===== src/rtl/fdc_cmd_defs.svh =====
// command codes, status codes and timing constants for the seek/sense/set-track block
`ifndef FDC_CMD_DEFS_SVH
`define FDC_CMD_DEFS_SVH
`define CLK_NS          40
`define HALF_MS_NS      500000
`define STEP_PULSE_NS   4000
`define OP_SEEK         8'h0f
`define OP_SENSE_DRV    8'h04
`define OP_SENSE_INT    8'h08
`define OP_STRK_MASK    8'hbf
`define OP_STRK         8'h21
`define OP_SCAN_LE      5'h19
`define STRK_WNR_BIT    6
`define LEN_SEEK        4'h3
`define LEN_SEEK_ETR    4'h4
`define LEN_SENSE_DRV   4'h2
`define LEN_SENSE_INT   4'h1
`define LEN_STRK        4'h3
`define LEN_SCAN        4'h9
`define LEN_INVALID     4'h1
`define RES_ONE         2'h1
`define RES_TWO         2'h2
`define RES_THREE       2'h3
`define ST0_INVALID     8'h80
`define CAUSE_READY     3'h6
`define CAUSE_SEEK_OK   3'h1
`define ST2_SCAN_EQ     3
`define ST2_SCAN_NOMET  2
`define RATE_500K       2'h0
`define RATE_300K       2'h1
`define RATE_250K       2'h2
`define RATE_1M         2'h3
`define SRT_BASE        5'h10
`define MNT_ZERO        8'h80
`endif


===== src/rtl/fdc_cmd_pkg.sv =====
// state types for the seek/sense/set-track block
package fdc_cmd_pkg;
	typedef enum logic [1:0] {
		C_IDLE   = 2'b00,
		C_PARAM  = 2'b01,
		C_SCAN   = 2'b10,
		C_RESULT = 2'b11
	} cmd_state_t;
	typedef enum logic [1:0] {
		K_IDLE  = 2'b00,
		K_MOTOR = 2'b01,
		K_STEP  = 2'b10
	} seek_state_t;
endpackage : fdc_cmd_pkg


===== src/rtl/halfms_timer.sv =====
// restartable delay timer counting in half-millisecond units
`timescale 1ns/1ps
`default_nettype none
module halfms_timer #(
	parameter int HALF_MS_CYCLES = 12500
) (
	input  wire logic        clk_sys,  // system clock
	input  wire logic        rst,      // sync reset
	input  wire logic        load,     // restart with new length
	input  wire logic [11:0] units,    // length in half-ms units, not zero
	output logic             expire,   // one-cycle pulse at the end
	output logic             running   // delay in progress
);
	logic [15:0] pre;
	logic [11:0] left;
	logic        unit_end;

	// prescaler restarts on load so each delay is exact
	assign unit_end = running && (pre == 16'(HALF_MS_CYCLES - 1));
	// end flagged in the last cycle so a reload keeps the period exact
	assign expire   = unit_end && (left == 12'h001);

	always_ff @(posedge clk_sys) begin
		if (rst) begin
			pre     <= 16'h0000;
			left    <= 12'h000;
			running <= 1'h0;
		end else if (load) begin
			pre     <= 16'h0000;
			left    <= units;
			running <= 1'h1;
		end else if (unit_end) begin
			pre     <= 16'h0000;
			left    <= left - 12'h001;
			running <= (left != 12'h001);
		end else begin
			pre <= running ? pre + 16'h0001 : pre;
		end
	end
endmodule : halfms_timer
`default_nettype wire


===== src/rtl/fdc_seek_sense_settrack_cmds.sv =====
// command interpreter for scan-low-or-equal, seek, sense and set-track commands
`timescale 1ns/1ps
`default_nettype none
`include "fdc_cmd_defs.svh"

module fdc_seek_sense_settrack_cmds
	import fdc_cmd_pkg::*;
#(
	parameter int HALF_MS_CYCLES = `HALF_MS_NS / `CLK_NS
) (
	input  wire logic       clk_sys,              // 25 MHz clock
	input  wire logic       rst,                  // sync reset, active high
	input  wire logic       soft_reset,           // software reset pulse
	input  wire logic       wr_strobe,            // host writes data register
	input  wire logic [7:0] wr_data,              // byte written
	input  wire logic       rd_strobe,            // host reads data register
	input  wire logic [3:0] step_rate_field,      // step rate setting
	input  wire logic [6:0] motor_on_field,       // motor-on delay setting
	input  wire logic [1:0] data_rate,            // data rate code
	input  wire logic       extended_track_range, // 12-bit track mode
	input  wire logic       wildcard_mode,        // ff bytes always match
	input  wire logic       result_entry,         // other command entered result
	input  wire logic       nondma_xfer,          // non-dma transfer event
	input  wire logic [7:0] disk_byte,            // byte read from disk
	input  wire logic       disk_valid,           // disk byte present
	input  wire logic       scan_end,             // scan sectors done
	input  wire logic [3:0] drive_ready_pin,      // ready per drive
	input  wire logic       write_protect_pin,    // selected drive protected
	input  wire logic       track0_pin,           // head at track 0
	input  wire logic       two_side_pin,         // drive is two-sided
	output logic      [7:0] rd_data,              // current result byte
	output logic            result_valid,         // result byte waiting
	output logic            cmd_busy,             // command in progress
	output logic      [3:0] drive_seek_busy,      // seek running per drive
	output logic            step_pulse,           // step to drive
	output logic            step_dir,             // 1 toward higher tracks
	output logic            int_req,              // interrupt to host
	output logic      [7:0] scan_status,          // status two scan bits
	output logic            scan_byte_req         // scan wants a host byte
);
	localparam int STEP_W = (`STEP_PULSE_NS + `CLK_NS - 1) / `CLK_NS;

	logic              rst_any;

	logic [6:0]        pin_meta, pin_sync;
	logic [3:0]        ready_prev;
	cmd_state_t        state;
	seek_state_t       seek_state;
	logic [7:0]        op, arg1, arg2, arg3, res1, res2;
	logic [3:0]        byte_idx, need_len;
	logic [1:0]        res_left;
	logic [3:0][15:0]  ptr;
	logic [3:0]        seek_pend, ready_pend, seek_head;
	logic              ready_armed, auto_int, svc_live, svc_seek_q;
	logic [1:0]        svc_drv_q, seek_drv;
	logic [11:0]       seek_target, seek_steps;
	logic [7:0]        step_cnt;
	logic              tmr_expire, host_have, scan_decided, scan_gt;
	logic [7:0]        host_byte;

	///////////////////////////////////////////////////////////////////////
	// pin synchronisers
	assign rst_any = rst | soft_reset;

	always_ff @(posedge clk_sys) begin
		pin_meta <= {two_side_pin, track0_pin, write_protect_pin, drive_ready_pin};
		pin_sync <= pin_meta;
	end

	///////////////////////////////////////////////////////////////////////
	// command decode
	logic [7:0] op_sel, a1, a2, a3;
	logic       is_seek, is_sdrv, is_sint, is_strk, is_scan, byte_take, last_byte;
	assign op_sel    = (state == C_IDLE) ? wr_data : op;
	assign is_seek   = (op_sel == `OP_SEEK);
	assign is_sdrv   = (op_sel == `OP_SENSE_DRV);
	assign is_sint   = (op_sel == `OP_SENSE_INT);
	assign is_strk   = ((op_sel & `OP_STRK_MASK) == `OP_STRK);
	assign is_scan   = (op_sel[4:0] == `OP_SCAN_LE);
	assign need_len  = is_seek ? (extended_track_range ? `LEN_SEEK_ETR : `LEN_SEEK) :
		is_sdrv ? `LEN_SENSE_DRV : is_sint ? `LEN_SENSE_INT :
		is_strk ? `LEN_STRK : is_scan ? `LEN_SCAN : `LEN_INVALID;
	assign byte_take = wr_strobe && (state == C_IDLE || state == C_PARAM);
	assign last_byte = byte_take && (byte_idx + 4'h1 == need_len);
	assign a1        = (byte_idx == 4'h1) ? wr_data : arg1;
	assign a2        = (byte_idx == 4'h2) ? wr_data : arg2;
	assign a3        = (byte_idx == 4'h3) ? wr_data : arg3;

	///////////////////////////////////////////////////////////////////////
	// pending interrupt selection, seek ahead of ready
	logic [1:0] svc_drv;
	logic       svc_seek, any_pend;
	always_comb begin
		svc_drv  = 2'h0;
		svc_seek = 1'h0;
		for (int i = 3; i >= 0; i--) begin
			if (ready_pend[i]) begin
				svc_drv = 2'(i);
			end
		end
		for (int i = 3; i >= 0; i--) begin
			if (seek_pend[i]) begin
				svc_drv  = 2'(i);
				svc_seek = 1'h1;
			end
		end
	end
	assign any_pend = (|seek_pend) | (|ready_pend);

	///////////////////////////////////////////////////////////////////////
	// result bytes for the sense, set-track and invalid commands
	logic [7:0]  st0, st3, trk_byte;
	logic [1:0]  trk_drv;
	logic [15:0] svc_ptr;
	logic [7:0]  r0, r1, r2;
	logic [1:0]  rcnt;
	assign st0      = svc_seek ? {`CAUSE_SEEK_OK, 2'h0, seek_head[svc_drv], svc_drv}
		: {`CAUSE_READY, 3'h0, svc_drv};
	assign st3      = {1'h0, pin_sync[4], pin_sync[a1[1:0]], pin_sync[5], pin_sync[6], a1[2:0]};
	assign trk_drv  = a1[1:0];
	assign trk_byte = op_sel[`STRK_WNR_BIT] ? a2
		: (a1[2] ? ptr[trk_drv][15:8] : ptr[trk_drv][7:0]);
	assign svc_ptr  = ptr[svc_drv];
	assign r0       = is_sdrv ? st3 : is_strk ? trk_byte
		: (is_sint && any_pend) ? st0 : `ST0_INVALID;
	assign r1       = svc_ptr[7:0];
	assign r2       = {svc_ptr[11:8], 4'h0};
	assign rcnt     = (is_sint && any_pend) ? (extended_track_range ? `RES_THREE : `RES_TWO) : `RES_ONE;

	///////////////////////////////////////////////////////////////////////
	// seek setup and step timing
	logic [11:0] seek_cur, seek_tgt_w, motor_units, step_units, tmr_units;
	logic [4:0]  srt_n;
	logic [7:0]  mnt_n;
	logic        seek_start, step_go, seek_finish, tmr_load;
	assign seek_start  = last_byte && is_seek;
	assign seek_cur    = ptr[a1[1:0]][11:0];
	assign seek_tgt_w  = extended_track_range ? {a3[7:4], a2} : {4'h0, a2};
	assign srt_n       = `SRT_BASE - {1'h0, step_rate_field};
	assign step_units  = (data_rate == `RATE_1M) ? {7'h00, srt_n}
		: (data_rate == `RATE_500K) ? {6'h00, srt_n, 1'h0}
		: (data_rate == `RATE_250K) ? {5'h00, srt_n, 2'h0}
		: 12'(({7'h00, srt_n} * 12'h00a) / 12'h003);
	assign mnt_n       = (motor_on_field == 7'h00) ? `MNT_ZERO : {1'h0, motor_on_field};
	assign motor_units = (data_rate == `RATE_250K) ? {1'h0, mnt_n, 3'h0}
		: (data_rate == `RATE_300K) ? 12'(({4'h0, mnt_n} * 12'h014) / 12'h003)
		: {3'h0, mnt_n, 1'h0};
	assign step_go     = tmr_expire && seek_state != K_IDLE && seek_steps != 12'h000;
	assign seek_finish = tmr_expire && seek_state != K_IDLE && seek_steps == 12'h000;
	assign tmr_load    = seek_start || step_go;
	assign tmr_units   = seek_start ? motor_units : step_units;

	halfms_timer #(
		.HALF_MS_CYCLES(HALF_MS_CYCLES)
	) u_timer (
		.clk_sys (clk_sys),
		.rst     (rst_any),
		.load    (tmr_load),
		.units   (tmr_units),
		.expire  (tmr_expire),
		.running ()
	);

	// seek engine: one seek at a time, host keeps others off
	always_ff @(posedge clk_sys) begin
		if (rst_any) begin
			seek_state      <= K_IDLE;
			drive_seek_busy <= 4'h0;
			step_dir        <= 1'h0;
			seek_steps      <= 12'h000;
			seek_target     <= 12'h000;
			seek_drv        <= 2'h0;
			seek_head       <= 4'h0;
		end else begin
			unique case (seek_state)
				K_IDLE: begin
					if (seek_start) begin
						seek_state       <= K_MOTOR;
						seek_drv         <= a1[1:0];
						seek_head[a1[1:0]] <= a1[2];
						seek_target      <= seek_tgt_w;
						step_dir         <= (seek_tgt_w > seek_cur);
						seek_steps       <= (seek_tgt_w > seek_cur) ? seek_tgt_w - seek_cur : seek_cur - seek_tgt_w;
						drive_seek_busy[a1[1:0]] <= 1'h1;
					end
				end
				K_MOTOR, K_STEP: begin
					if (step_go) begin
						seek_state <= K_STEP;
						seek_steps <= seek_steps - 12'h001;
					end else if (seek_finish) begin
						seek_state <= K_IDLE;
						drive_seek_busy[seek_drv] <= 1'h0;
					end
				end
				default: seek_state <= K_IDLE;
			endcase
		end
	end

	// step pulse width
	always_ff @(posedge clk_sys) begin
		if (rst_any) begin
			step_cnt   <= 8'h00;
			step_pulse <= 1'h0;
		end else begin
			step_cnt   <= step_go ? 8'(STEP_W) : step_cnt - {7'h00, step_cnt != 8'h00};
			step_pulse <= step_go || step_cnt > 8'h01;
		end
	end

	///////////////////////////////////////////////////////////////////////
	// present track registers
	always_ff @(posedge clk_sys) begin
		if (rst_any) begin
			ptr <= '0;
		end else if (seek_finish) begin
			ptr[seek_drv] <= {4'h0, seek_target};
		end else if (last_byte && is_strk && op_sel[`STRK_WNR_BIT]) begin
			if (a1[2]) begin
				ptr[trk_drv][15:8] <= a2;
			end else begin
				ptr[trk_drv][7:0] <= a2;
			end
		end
	end

	///////////////////////////////////////////////////////////////////////
	// interrupt causes; a new event wins over a clear in the same cycle
	logic       rd_take, svc_clear;
	logic       scan_pair, scan_fin, scan_match;
	logic [3:0] ready_chg, seek_set, clr_mask;
	assign rd_take   = rd_strobe && state == C_RESULT;
	assign svc_clear = rd_take && svc_live;
	assign clr_mask  = 4'h1 << svc_drv_q;
	assign seek_set  = seek_finish ? (4'h1 << seek_drv) : 4'h0;
	assign ready_chg = (pin_sync[3:0] ^ ready_prev) & {4{ready_armed}};

	always_ff @(posedge clk_sys) begin
		if (rst_any) begin
			ready_prev  <= 4'h0;
			ready_armed <= 1'h1;
			seek_pend   <= 4'h0;
			ready_pend  <= 4'h0;
			auto_int    <= 1'h0;
			int_req     <= 1'h0;
		end else begin
			ready_prev  <= pin_sync[3:0];
			ready_armed <= ready_armed && !(last_byte && !is_sint);
			seek_pend   <= (seek_pend & ~(svc_clear && svc_seek_q ? clr_mask : 4'h0)) | seek_set;
			ready_pend  <= (ready_pend & ~(svc_clear && !svc_seek_q ? clr_mask : 4'h0)) | ready_chg;
			auto_int    <= result_entry || nondma_xfer || scan_fin
				|| (auto_int && !(rd_strobe || wr_strobe));
			int_req     <= auto_int || any_pend;
		end
	end

	///////////////////////////////////////////////////////////////////////
	// scan-low-or-equal comparison, most significant byte first
	assign scan_pair  = state == C_SCAN && host_have && disk_valid;
	assign scan_fin   = state == C_SCAN && scan_end;
	assign scan_match = (disk_byte == host_byte)
		|| (wildcard_mode && (disk_byte == 8'hff || host_byte == 8'hff));

	always_ff @(posedge clk_sys) begin
		if (rst_any) begin
			host_have     <= 1'h0;
			host_byte     <= 8'h00;
			scan_decided  <= 1'h0;
			scan_gt       <= 1'h0;
			scan_status   <= 8'h00;
			scan_byte_req <= 1'h0;
		end else begin
			if (last_byte && is_scan) begin
				scan_decided <= 1'h0;
				scan_gt      <= 1'h0;
			end else if (scan_pair && !scan_match && !scan_decided) begin
				scan_decided <= 1'h1;
				scan_gt      <= disk_byte > host_byte;
			end
			if (state == C_SCAN && wr_strobe) begin
				host_have <= 1'h1;
				host_byte <= wr_data;
			end else if (scan_pair || scan_fin) begin
				host_have <= 1'h0;
			end
			if (scan_fin) begin
				scan_status[`ST2_SCAN_EQ]    <= !scan_decided;
				scan_status[`ST2_SCAN_NOMET] <= scan_decided && scan_gt;
			end
			scan_byte_req <= state == C_SCAN && !host_have && !scan_fin && !(wr_strobe || scan_pair);
		end
	end

	///////////////////////////////////////////////////////////////////////
	// command and result phases
	always_ff @(posedge clk_sys) begin
		if (rst_any) begin
			state        <= C_IDLE;
			byte_idx     <= 4'h0;
			op           <= 8'h00;
			arg1         <= 8'h00;
			arg2         <= 8'h00;
			arg3         <= 8'h00;
			cmd_busy     <= 1'h0;
		end else begin
			if (byte_take) begin
				byte_idx <= last_byte ? 4'h0 : byte_idx + 4'h1;
				if (byte_idx == 4'h0) op   <= wr_data;
				if (byte_idx == 4'h1) arg1 <= wr_data;
				if (byte_idx == 4'h2) arg2 <= wr_data;
				if (byte_idx == 4'h3) arg3 <= wr_data;
			end
			unique case (state)
				C_IDLE, C_PARAM: begin
					if (last_byte) begin
						state    <= is_seek ? C_IDLE : is_scan ? C_SCAN : C_RESULT;
						cmd_busy <= !is_seek;
					end else if (byte_take) begin
						state    <= C_PARAM;
						cmd_busy <= 1'h1;
					end
				end
				C_SCAN: begin
					if (scan_fin) begin
						state    <= C_IDLE;
						cmd_busy <= 1'h0;
					end
				end
				C_RESULT: begin
					if (rd_take && res_left == `RES_ONE) begin
						state    <= C_IDLE;
						cmd_busy <= 1'h0;
					end
				end
			endcase
		end
	end

	// result byte queue
	always_ff @(posedge clk_sys) begin
		if (rst_any) begin
			rd_data      <= 8'h00;
			res1         <= 8'h00;
			res2         <= 8'h00;
			res_left     <= 2'h0;
			result_valid <= 1'h0;
			svc_live     <= 1'h0;
			svc_seek_q   <= 1'h0;
			svc_drv_q    <= 2'h0;
		end else if (last_byte && !is_seek && !is_scan) begin
			rd_data      <= r0;
			res1         <= r1;
			res2         <= r2;
			res_left     <= rcnt;
			result_valid <= 1'h1;
			svc_live     <= is_sint && any_pend;
			svc_seek_q   <= svc_seek;
			svc_drv_q    <= svc_drv;
		end else if (rd_take) begin
			rd_data      <= res1;
			res1         <= res2;
			res_left     <= res_left - 2'h1;
			result_valid <= res_left != `RES_ONE;
			svc_live     <= 1'h0;
		end
	end
endmodule : fdc_seek_sense_settrack_cmds
`default_nettype wire


===== config.mk =====
export PLATFORM = sky130hd
export DESIGN_NAME = fdc_seek_sense_settrack_cmds
export DESIGN_NICKNAME = d
export VERILOG_FILES = /design/src/rtl/fdc_cmd_pkg.sv /design/src/rtl/halfms_timer.sv /design/src/rtl/fdc_seek_sense_settrack_cmds.sv
export VERILOG_INCLUDE_DIRS = /design/src /design/src/rtl
export SDC_FILE = /design/constraint.sdc
export NUM_CORES = 1
export LEC_CHECK = 0
export ABC_CLOCK_PERIOD_IN_PS = 16100
export BUFFER_PORTS_ARGS = -buffer_cell sky130_fd_sc_hd__buf_2
export CORE_UTILIZATION = 60
export DETAILED_ROUTE_END_ITERATION = 7
export PLACE_DENSITY_LB_ADDON = 0.2
export REMOVE_ABC_BUFFERS = 1
export SLEW_MARGIN = 20
export SYNTH_ARGS = -nofsm -noshare
export SYNTH_HDL_FRONTEND = slang
export SYNTH_SLANG_ARGS = --single-unit

===== constraint.sdc =====
create_clock -name clk_sys -period 16.1 [get_ports clk_sys]
set_clock_uncertainty 0.2 [all_clocks]
set_input_delay 4.025 -clock clk_sys [delete_from_list [all_inputs] [get_ports clk_sys]]
set_output_delay 4.025 -clock clk_sys [all_outputs]
set_load 0.01 [all_outputs]

Yosys cells after proc, flatten, opt, wreduce, memory -nomap -nowiden
Index checks and enable logic that the tools add are counted.
W data, S select, Z words.

storage, ports and cells
  output and inout bits = 26
  latch bits = 0
  RAM bits = 0
  word-level logic and storage cells = 311
  memories kept = 0
  bits in registers = 243
  ROM bits = 0
  input bits = 47

operators by class
  reductions and logical operators = 86
  multiply operators = 2
  shift operators = 2
  bitwise gates (word level) = 13
  muxes and demuxes = 108
  magnitude comparators = 9
  div/mod/pow operators = 2
  eq/ne operators = 33
  add/sub/neg operators = 9

operators by type and width
  kind                     number
  $bwmux W64               3
  $mux W64                 3
  $mux W12                 13
  $mux W8                  15
  $demux W16 S2            3
  $bmux W16 S2             2
  $mux W16                 3
  $mux W4                  12
  $mux W2                  19
  $logic_and A1 B1 Y1      35
  $pmux W12 S2             1
  $sub A12 B1 Y12 const B  2
  $sub A12 B12 Y12         2
  $mux W1                  22
  $add A16 B1 Y16 const B  1
  $and A4 B4 Y4            4
  $eq A16 B14 Y1 const B   1
  $eq A8 B4 Y1 const B     2
  $eq A8 B8 Y1 const B     2
  $div A12 B2 Y12 const B  1
  $div A9 B2 Y12 const B   1
  $eq A12 B1 Y1 const B    1
  $gt A12 B12 Y1           1
  $logic_not A12 Y1        1
  52 further kinds         114

Depth between registers and ports, before layout
Gate-level depths: netlist of run 1.

  depth in word-level cells = 15
  gate-level depth with buffers = 25
  depth with buffers taken out = 23

By module
A second synthesis of run 1 with hierarchy kept.

unflattened totals
  cells, all modules = 1,999
  area total of the unflattened synthesis = 15,805.2 µm²

modules (own cells, without submodules)
  module                        sequential area each (µm²)  instances  area each (µm²)  cells an instance
  fdc_seek_sense_settrack_cmds  4,204.0                     1          14,206.1         1,807
  halfms_timer                  580.6                       1          1,599.0          192

Worst setup path after synthesis of run 1
No wires, ideal clock.

  kind = input to register
  start point = in motor_on_field[3]
  end point = reg u_timer.left[0]
  required time = 15.784 ns
  path buffers = 2
  stages = 23
  slack = 7.238 ns
  data arrival time = 8.546 ns
  setup time = 0.116 ns
  cells stage by stage = clkbuf_1 nor4_1 nand2_1 nand2b_1 ha_1 nor2b_1 a211o_1 or3_1 clkbuf_1 nor3_1 a221oi_1 o22ai_1 nor2_1 or4b_1 o211ai_1 ha_1 nor2_1 mux2i_1 ha_1 nand3_1 a21oi_1 nand3_1 a41o_1

on the way
  longest elaborated chain between the ends = 8

RTL lines
  what                    RTL line                             source
  start: declaration      fdc_seek_sense_settrack_cmds.sv:18   input wire logic [6:0] motor_on_field,
  $logic_not A7 Y1        fdc_seek_sense_settrack_cmds.sv:144  assign mnt_n = (motor_on_field == 7'h00) ? `MNT_ZERO : {1'h0, motor_on_field};
  $mux W8 *               fdc_seek_sense_settrack_cmds.sv:144
  $mul A8 B3 Y10 *        fdc_seek_sense_settrack_cmds.sv:146  : (data_rate == `RATE_300K) ? 12'(({4'h0, mnt_n} * 12'h014) / 12'h003)
  $div A12 B2 Y12 *       fdc_seek_sense_settrack_cmds.sv:146
  $mux W12 *              fdc_seek_sense_settrack_cmds.sv:146
  $mux W12 *              fdc_seek_sense_settrack_cmds.sv:145  assign motor_units = (data_rate == `RATE_250K) ? {1'h0, mnt_n, 3'h0}
  $mux W12 *              fdc_seek_sense_settrack_cmds.sv:151  assign tmr_units = seek_start ? motor_units : step_units;
  $mux W12 *              halfms_timer.sv:28                   end else if (load) begin
  end signal: assignment  halfms_timer.sv:30                   left <= units;
  end signal: assignment  halfms_timer.sv:34                   left <= left - 12'h001;
  end: declaration        halfms_timer.sv:15                   logic [11:0] left;

Every way passes the cells marked *; elsewhere a longest branch is shown, timed or not.
A chain may end at the register's enable or synchronous reset.

Worst setup path after layout of run 1
  start point = in step_rate_field[0]
  end point = reg u_timer.left[0]

on the way
  longest elaborated chain between the ends = 8

RTL lines
  what                       RTL line                             source
  start: declaration         fdc_seek_sense_settrack_cmds.sv:17   input wire logic [3:0] step_rate_field,
  $sub A5 B4 Y5 (no line) *  --
  $mul A5 B3 Y8              fdc_seek_sense_settrack_cmds.sv:143  : 12'(({7'h00, srt_n} * 12'h00a) / 12'h003);
  $div A9 B2 Y12             fdc_seek_sense_settrack_cmds.sv:143
  $mux W12                   fdc_seek_sense_settrack_cmds.sv:142  : (data_rate == `RATE_250K) ? {5'h00, srt_n, 2'h0}
  $mux W12                   fdc_seek_sense_settrack_cmds.sv:141  : (data_rate == `RATE_500K) ? {6'h00, srt_n, 1'h0}
  $mux W12 *                 fdc_seek_sense_settrack_cmds.sv:140  assign step_units = (data_rate == `RATE_1M) ? {7'h00, srt_n}
  $mux W12 *                 fdc_seek_sense_settrack_cmds.sv:151
  $mux W12 *                 halfms_timer.sv:28

Marked as above.

==> results of run 1 <==
## flip-flops by register name (all words and copies together), names as in the netlist, 7 cells and up
| name | count |
|---|---|
| seek_target | 12 |
| step_cnt | 8 |
| pin_meta | 7 |
| pin_sync | 7 |
| arg2 | 8 |
| u_timer.pre | 16 |
| res1 | 8 |
| seek_steps | 12 |
| ptr | 64 |
| rd_data | 8 |
| host_byte | 8 |
| op | 8 |
| u_timer.left | 12 |
## layout by cell type, fill, tap and decap left out, types with 8 or more instances in the layout
cell,netlist,layout
sky130_fd_sc_hd__and3_1,12,12
sky130_fd_sc_hd__nand2b_1,21,21
sky130_fd_sc_hd__nand3_1,54,54
sky130_fd_sc_hd__nor3_1,49,48
sky130_fd_sc_hd__buf_2,14,67
sky130_fd_sc_hd__buf_4,6,22
sky130_fd_sc_hd__clkinv_2,0,9
sky130_fd_sc_hd__ha_1,63,63
sky130_fd_sc_hd__a31oi_1,21,21
sky130_fd_sc_hd__a311oi_1,19,19
sky130_fd_sc_hd__a22oi_1,14,14
sky130_fd_sc_hd__nor3b_1,8,8
sky130_fd_sc_hd__xnor2_1,33,33
sky130_fd_sc_hd__or3_1,20,20
sky130_fd_sc_hd__o21ai_0,101,101
sky130_fd_sc_hd__clkbuf_16,0,26
sky130_fd_sc_hd__o211ai_1,8,8
sky130_fd_sc_hd__and2_1,15,15
sky130_fd_sc_hd__nor2b_1,19,18
sky130_fd_sc_hd__o22ai_1,9,9
sky130_fd_sc_hd__inv_1,84,84
sky130_fd_sc_hd__xor2_1,26,26
sky130_fd_sc_hd__o31ai_1,12,12
sky130_fd_sc_hd__a221oi_1,11,11
sky130_fd_sc_hd__nor2_1,277,276
sky130_fd_sc_hd__mux2i_1,53,48
sky130_fd_sc_hd__nand2_1,203,203
sky130_fd_sc_hd__a211oi_1,73,73
sky130_fd_sc_hd__o221ai_1,8,8
sky130_fd_sc_hd__a21oi_1,183,182
sky130_fd_sc_hd__dfxtp_1,239,239
sky130_fd_sc_hd__mux4_2,30,30
sky130_fd_sc_hd__nand4_1,23,23
sky130_fd_sc_hd__a21o_1,14,14
sky130_fd_sc_hd__nor4_1,17,17
sky130_fd_sc_hd__o21a_1,16,16
## cells by family (layout without fill, tap and decap cells)
family / after synthesis / in the layout / share of synthesized area (%)
AO/OA/AOI/OAI: 558 / 558 / 23.29
XOR/XNOR: 60 / 60 / 3.453
adder cells (fa/ha/maj): 67 / 67 / 5.625
buffers and inverters: 214 / 221 / 5.714
flip-flops: 239 / 239 / 31.00
multiplexers: 89 / 89 / 8.252
other: 1 / 6 / 0.02429
AND/OR/NAND/NOR: 757 / 757 / 22.65
## metal layers
layer	vias up	GRT usage, %	part of all wire, %
li1	7137	-	-
met1	6994	44.18	44
met2	668	53.44	45
met3	96	5.297	8.3
met4	0	9.391	2.9
met5	-	0	0
## metrics by stage
step	instance area (um^2)	instances	setup slack, ns	hold slack [ns]	power, mW
after detailed placement	15830	2278	6.245	0.1150	0.9882
after global placement	15830	2278	6.525	0.1131	0.9792
after CTS	16750	2326	6.785	0.1290	1.617
after global routing	16770	2327	6.142	0.1365	1.689
after floorplan	14890	1860	6.438	0.1096	0.8959
final	16770	2327	6.592	0.1270	1.619
## critical path, stage by stage
cell and delay, ns:
sky130_fd_sc_hd__buf_2 0.15, sky130_fd_sc_hd__inv_1 0.21, sky130_fd_sc_hd__ha_1 0.22, sky130_fd_sc_hd__or3b_1 0.54
sky130_fd_sc_hd__inv_1 0.21, sky130_fd_sc_hd__ha_1 0.27, sky130_fd_sc_hd__ha_1 0.30, sky130_fd_sc_hd__a21oi_1 0.43
sky130_fd_sc_hd__nor3b_1 0.13, sky130_fd_sc_hd__nor4bb_1 0.51, sky130_fd_sc_hd__nor3_1 0.18, sky130_fd_sc_hd__o21a_1 0.21
sky130_fd_sc_hd__o32ai_2 0.56, sky130_fd_sc_hd__nand3_1 0.14, sky130_fd_sc_hd__o21ai_0 0.11, sky130_fd_sc_hd__ha_1 0.30
sky130_fd_sc_hd__nand2b_1 0.19, sky130_fd_sc_hd__nor2_1 0.18, sky130_fd_sc_hd__mux2i_1 0.10, sky130_fd_sc_hd__o311ai_1 0.12
sky130_fd_sc_hd__a2111oi_0 0.14, sky130_fd_sc_hd__o311a_1 0.33, sky130_fd_sc_hd__a41o_1 0.20
## final timing paths
path                            from         endpoint  slack [ns]  cells after the start
hold / removal           pin_meta[1]      pin_sync[1]        0.13                      0
setup / recovery  step_rate_field[0]  u_timer.left[0]        6.59                     23
setup reg to reg         byte_idx[2]    seek_steps[5]        9.80                     17
hold reg to reg          pin_meta[1]      pin_sync[1]        0.13                      0
## power by group through the flow
stage               registers [mW]  clock network [mW]  logic, mW
finish                       0.614               0.635      0.370
global route                 0.615               0.663      0.410
CTS                          0.614               0.639      0.364
detailed placement           0.627                   0      0.362
global placement             0.626                   0      0.353
floorplan                    0.626                   0      0.270
## final cells by class
class,instances,area (um^2),share of cell area (%)
clock buffer,30,705.7,4.208
tap,330,412.9,2.462
multi-input combinational,1537,9836,58.66
clock inverter,18,214.0,1.276
timing repair buffer,89,500.5,2.985
inverter,84,315.3,1.880
sequential,239,4785,28.53
==> results_dict.tcl, run 1 <==
set metrics [dict create \
    layout-drive-gt1-share_pct 10.62 \
    gpl.final_weighted_congestion 0.9704 \
    detail_route.drc_violations 0 \
    grt_start_max_net_pins 103 \
    globalRouteOverflowTotal 0 \
    worst_case_headroom_to_the_max_slew_limit_pct 26.52 \
    final-max-slew-violation-count 0 \
    leakage_nw 6.190 \
    globalRouteTotalUtil_pct 32.64 \
    worst_skew_pair.late_latency_ns 0.55 \
    grt_pass1_wl_mm 70.46 \
    synth_top_cell_by_area "sky130_fd_sc_hd__dfxtp_1" \
    cts.htree.levels 1 \
    mappedNetlistArea_um2 15440 \
    clock_tree.buffer_depth 3 \
    cts-buffers-inserted 26 \
    grt_pass1_vias 13815 \
    cts_tree "yes" \
    critical_path.endpoint_type "register" \
    average_cell_area_after_synthesis_um2 7.776 \
    antennaDiodeCount 0 \
    synthFlopType "sky130_fd_sc_hd__dfxtp_1" \
    die_area_um2 26370 \
    combPwrFrac_pct 22.9 \
    place.detailed.hpwl_mm 30.40 \
    max_freq_mhz 105.2 \
    hold_fix_buffer_count_after_cts 0 \
    ys_seq_area_share_pct 31.00 \
    yosys.cell_types.count 92 \
    initialDrtViolationCount 1689 \
    dieWidth_um 162.4 \
    final.setup.tns_ns 0 \
    cp.arrival_ns 9.75 \
    area.growth.synth_to_final_pct 8.633 \
    rsz0062_at_grt "no" \
    wire_per_inst_um 18.65 \
    place.port_buffers 66 \
    timing.critical_path.fanout_max 11 \
    clock_sink_count 239 \
    power_density_nw_per_um2 96.56 \
    clockRootBuffer "sky130_fd_sc_hd__clkbuf_16" \
    p_clk_share_pct 39.2 \
    drtAntennaViolNets 0 \
    synth_enable_flop_cells 0 \
    synth_top_cell_area_share_pct 31.00 \
    core_area_um2 25180 \
    synth.area.top_cells "sky130_fd_sc_hd__dfxtp_1 31%, sky130_fd_sc_hd__nor2_1 6.7%, sky130_fd_sc_hd__a21oi_1 5.9%, sky130_fd_sc_hd__ha_1 5.1%, sky130_fd_sc_hd__nand2_1 4.9%" \
    post_cts_resize_count 0 \
    synth_warnings 0 \
    post-route-util_pct 66.59 \
    clk_transition_reported_paths_ns 0.06 \
    power.share.switching_pct 30.74 \
    nets 2091 \
    synth.ff_latch_count 239 \
    critPathKind "in -> reg" \
    worstPathRequired_ns 16.34 \
    synth.cells.most_frequent "277 x sky130_fd_sc_hd__nor2_1, 239 x sky130_fd_sc_hd__dfxtp_1, 203 x sky130_fd_sc_hd__nand2_1" \
    placementRows 58 \
    vias_per_cell 6.401 \
    drt_pass1_iterations 6 \
    dr_total_vias 14895 \
    post-synth-top-count-cell "sky130_fd_sc_hd__nor2_1" \
    post_cts_setup_buffer_count 0 \
    i_o_pin_cnt 73 \
    tightest_slew_ns 1.102 \
    worst_case_vdd_ir_drop_v 0.00009020 \
    starting_density_of_the_core_pct 61.30 \
    post_synth_inst_count 1985 \
    worst_setup_path_start_kind "input pin" \
    setup_viol 0 \
    status "complete, no violations" \
    cell_internal_pwr_mw 1.121 \
    fp.dieH_um 162.4 \
    holdCritPathClass "reg -> reg" \
    count_of_maximum_capacitance_violations 0 \
    timing.final.crit_period_ns 9.508 \
    seq_power_share_pct 37.9 \
    grt_antenna_before_repair 0 \
    final.fill_count 2120 \
    net-switching-power_uw 497.7 \
    finalHoldViolations 0 \
    min_period_over_period_pct 59.06 \
    async_reset_ff_share_pct 0 \
    postRouteWirelength_mm 43.39 \
]
(Power assumes the default switching activity.)
==> inputs of run 2 (changes only) <==
- ABC_CLOCK_PERIOD_IN_PS: 16100 -> 8200
- CORE_UTILIZATION: 60 -> 57
- clock period: 16.1 -> 8.2 ns (I/O delays scaled with it)
==> run 2 against run 1 <==
Effect of this change:
- the run now ends with design-rule violations left
- via count fell by 0.32%
- critical endpoint unchanged
- cell count increased by 0.39%
- utilization shrank 3.0 points
- global-route usage shrank 2.4 points
- die area rose by 5.2%
- largest cell class unchanged
- worst hold slack lost 0.00079 ns
- combinational power up 98%
==> results_dict.tcl, run 2 (same netlist as run 1, synthesis figures left out) <==
set metrics [dict create \
    cts.htree.levels 1 \
    worstPathRequired_ns 8.43 \
    layout_common_cells "276 x sky130_fd_sc_hd__nor2_1, 239 x sky130_fd_sc_hd__dfxtp_1, 203 x sky130_fd_sc_hd__nand2_1, 183 x sky130_fd_sc_hd__a21oi_1, 101 x sky130_fd_sc_hd__o21ai_0" \
    core_area_um2 26280 \
    tightest_slew_ns 1.203 \
    detail_route.drc_violations 8 \
    grt_pass1_vias 13466 \
    timing.final.crit_period_ns 7.293 \
    largest_register_ffs 64 \
    regToRegStartpoint "byte_idx[2]" \
    multi_input_comb_area_um2 9824 \
    total_instance_count_after_detailed_placement 2287 \
    status "complete, but fails checks" \
    vias_per_cell 6.356 \
    post_cts_setup_buffer_count 0 \
    clock_tree.buffer_depth 3 \
    finalHoldViolations 0 \
    post_cts_resize_count 0 \
    nets 2095 \
    final.fill_count 2311 \
    failed_checks "design-rule violations" \
    worst_case_vdd_ir_drop_v 0.0001481 \
    timing.critical_path.fanout_max 11 \
    wire_per_inst_um 18.22 \
    clockRootBuffer "sky130_fd_sc_hd__clkbuf_16" \
    count_of_maximum_capacitance_violations 0 \
    reg2reg_setup_slack_ns 2.14 \
    worst_setup_path_start_kind "input pin" \
    globalRouteTotalUtil_pct 30.26 \
    grt_start_max_net_pins 89 \
    critical_path.endpoint_type "register" \
    area.growth.synth_to_final_pct 8.252 \
    fp.dieH_um 166.6 \
    worst_skew_pair.late_latency_ns 0.54 \
    layout_setup_ws_ns 0.9067 \
    setup_viol 0 \
    layout_commonest_cell "sky130_fd_sc_hd__nor2_1" \
    seqCellArea_um2 4785 \
    whs_ns 0.1262 \
    holdPathEnd "pin_sync[5]" \
    place.detailed.hpwl_mm 30.27 \
    min_period_over_period_pct 88.94 \
    leakage_nw 6.160 \
    max_freq_mhz 137.1 \
    worst_case_headroom_to_the_max_slew_limit_pct 19.50 \
    final-max-slew-violation-count 0 \
    postRouteWirelength_mm 42.56 \
    post-route-util_pct 63.58 \
    gpl.final_weighted_congestion 0.9445 \
    rsz0062_at_grt "no" \
    initialDrtViolationCount 1628 \
    holdCritPathClass "reg -> reg" \
    cts_tree "yes" \
    hold_fix_buffer_count_after_cts 0 \
    drtAntennaViolNets 0 \
    drt_pass1_iterations 7 \
    reg_top3 "ptr x64, u_timer.pre x16" \
    dr_total_vias 14848 \
    hold-path-cell-count 0 \
    hold_path_origin "pin_meta[5]" \
    power_density_nw_per_um2 184.9 \
    critPathKind "in -> reg" \
    clock_sink_count 239 \
    globalRouteOverflowTotal 0 \
    grt_pass1_wl_mm 69.78 \
    cp.arrival_ns 7.52 \
    dieWidth_um 166.6 \
    die_area_um2 27740 \
    worst-r2r-cell-count 17 \
    cts-buffers-inserted 26 \
    registers.top_by_ff_count "ptr" \
    finalNonFillerCells 2336 \
    crit-reg2reg-capture "seek_steps[5]" \
    place_ws_ns 0.4779 \
    design_power_total_mw 3.089 \
    layout.cell_area.non_filler_um2 16710 \
    clk_transition_reported_paths_ns 0.06 \
    grt_antenna_before_repair 0 \
    placed_cell_area_um2 15870 \
    antennaDiodeCount 0 \
    place.port_buffers 66 \
    placementRows 59 \
    final.setup.tns_ns 0 \
    starting_density_of_the_core_pct 58.74 \
    layout-drive-gt1-share_pct 10.39 \
    i_o_pin_cnt 73 \
]
[run 2: critical path: stages]
cell and delay (ns):
sky130_fd_sc_hd__buf_2 0.15, sky130_fd_sc_hd__inv_1 0.21, sky130_fd_sc_hd__ha_1 0.22, sky130_fd_sc_hd__or3b_1 0.55, sky130_fd_sc_hd__inv_1 0.21, sky130_fd_sc_hd__ha_1 0.27, sky130_fd_sc_hd__ha_1 0.30, sky130_fd_sc_hd__a21oi_1 0.43
sky130_fd_sc_hd__nor3b_1 0.13, sky130_fd_sc_hd__nor4bb_1 0.52, sky130_fd_sc_hd__or2_2 0.24, sky130_fd_sc_hd__o32ai_1 0.07, sky130_fd_sc_hd__a21oi_1 0.48, sky130_fd_sc_hd__nand3_1 0.13, sky130_fd_sc_hd__o21ai_0 0.10, sky130_fd_sc_hd__ha_1 0.29
sky130_fd_sc_hd__nand2b_1 0.19, sky130_fd_sc_hd__nor2_1 0.12, sky130_fd_sc_hd__mux2i_1 0.08, sky130_fd_sc_hd__o311ai_1 0.09, sky130_fd_sc_hd__a2111oi_0 0.14, sky130_fd_sc_hd__o311a_1 0.33, sky130_fd_sc_hd__a41o_1 0.21
[run 2: area by class of cell]
class,count,area share [%]
Multi-Input combinational cell,1537,58.79
Sequential cell,239,28.63
Clock buffer,32,4.088
Timing Repair Buffer,93,3.175
Tap cell,335,2.508
Inverter,84,1.887
Clock inverter,16,0.9135
[run 2: power by group]
group / internal, mW / switching (mW) / total [mW]
Clock: 0.658 / 0.494 / 1.15
Combinational: 0.277 / 0.454 / 0.731
Sequential: 1.19 / 0.0184 / 1.21
[run 2: worst max-delay path by stage]
stage | from | end | slack [ns] | cells past startpoint
final | step_rate_field[0] | u_timer.left[0] | 0.91 | 23
after global placement | step_rate_field[0] | u_timer.left[0] | 0.73 | 23
after global routing | step_rate_field[0] | u_timer.left[0] | 0.43 | 23
after floorplan | wr_data[0] | seek_steps[5] | 0.51 | 16
after detailed placement | step_rate_field[0] | u_timer.left[0] | 0.48 | 22
after CTS | step_rate_field[0] | u_timer.left[0] | 1.02 | 22
[run 2: layer usage]
| layer | track usage, % | part of all wire (%) |
|---|---|---|
| met1 | 41.73 | 44 |
| met2 | 49.40 | 45 |
| met3 | 4.040 | 7.8 |
| met4 | 8.776 | 2.8 |
| met5 | 0 | 0 |
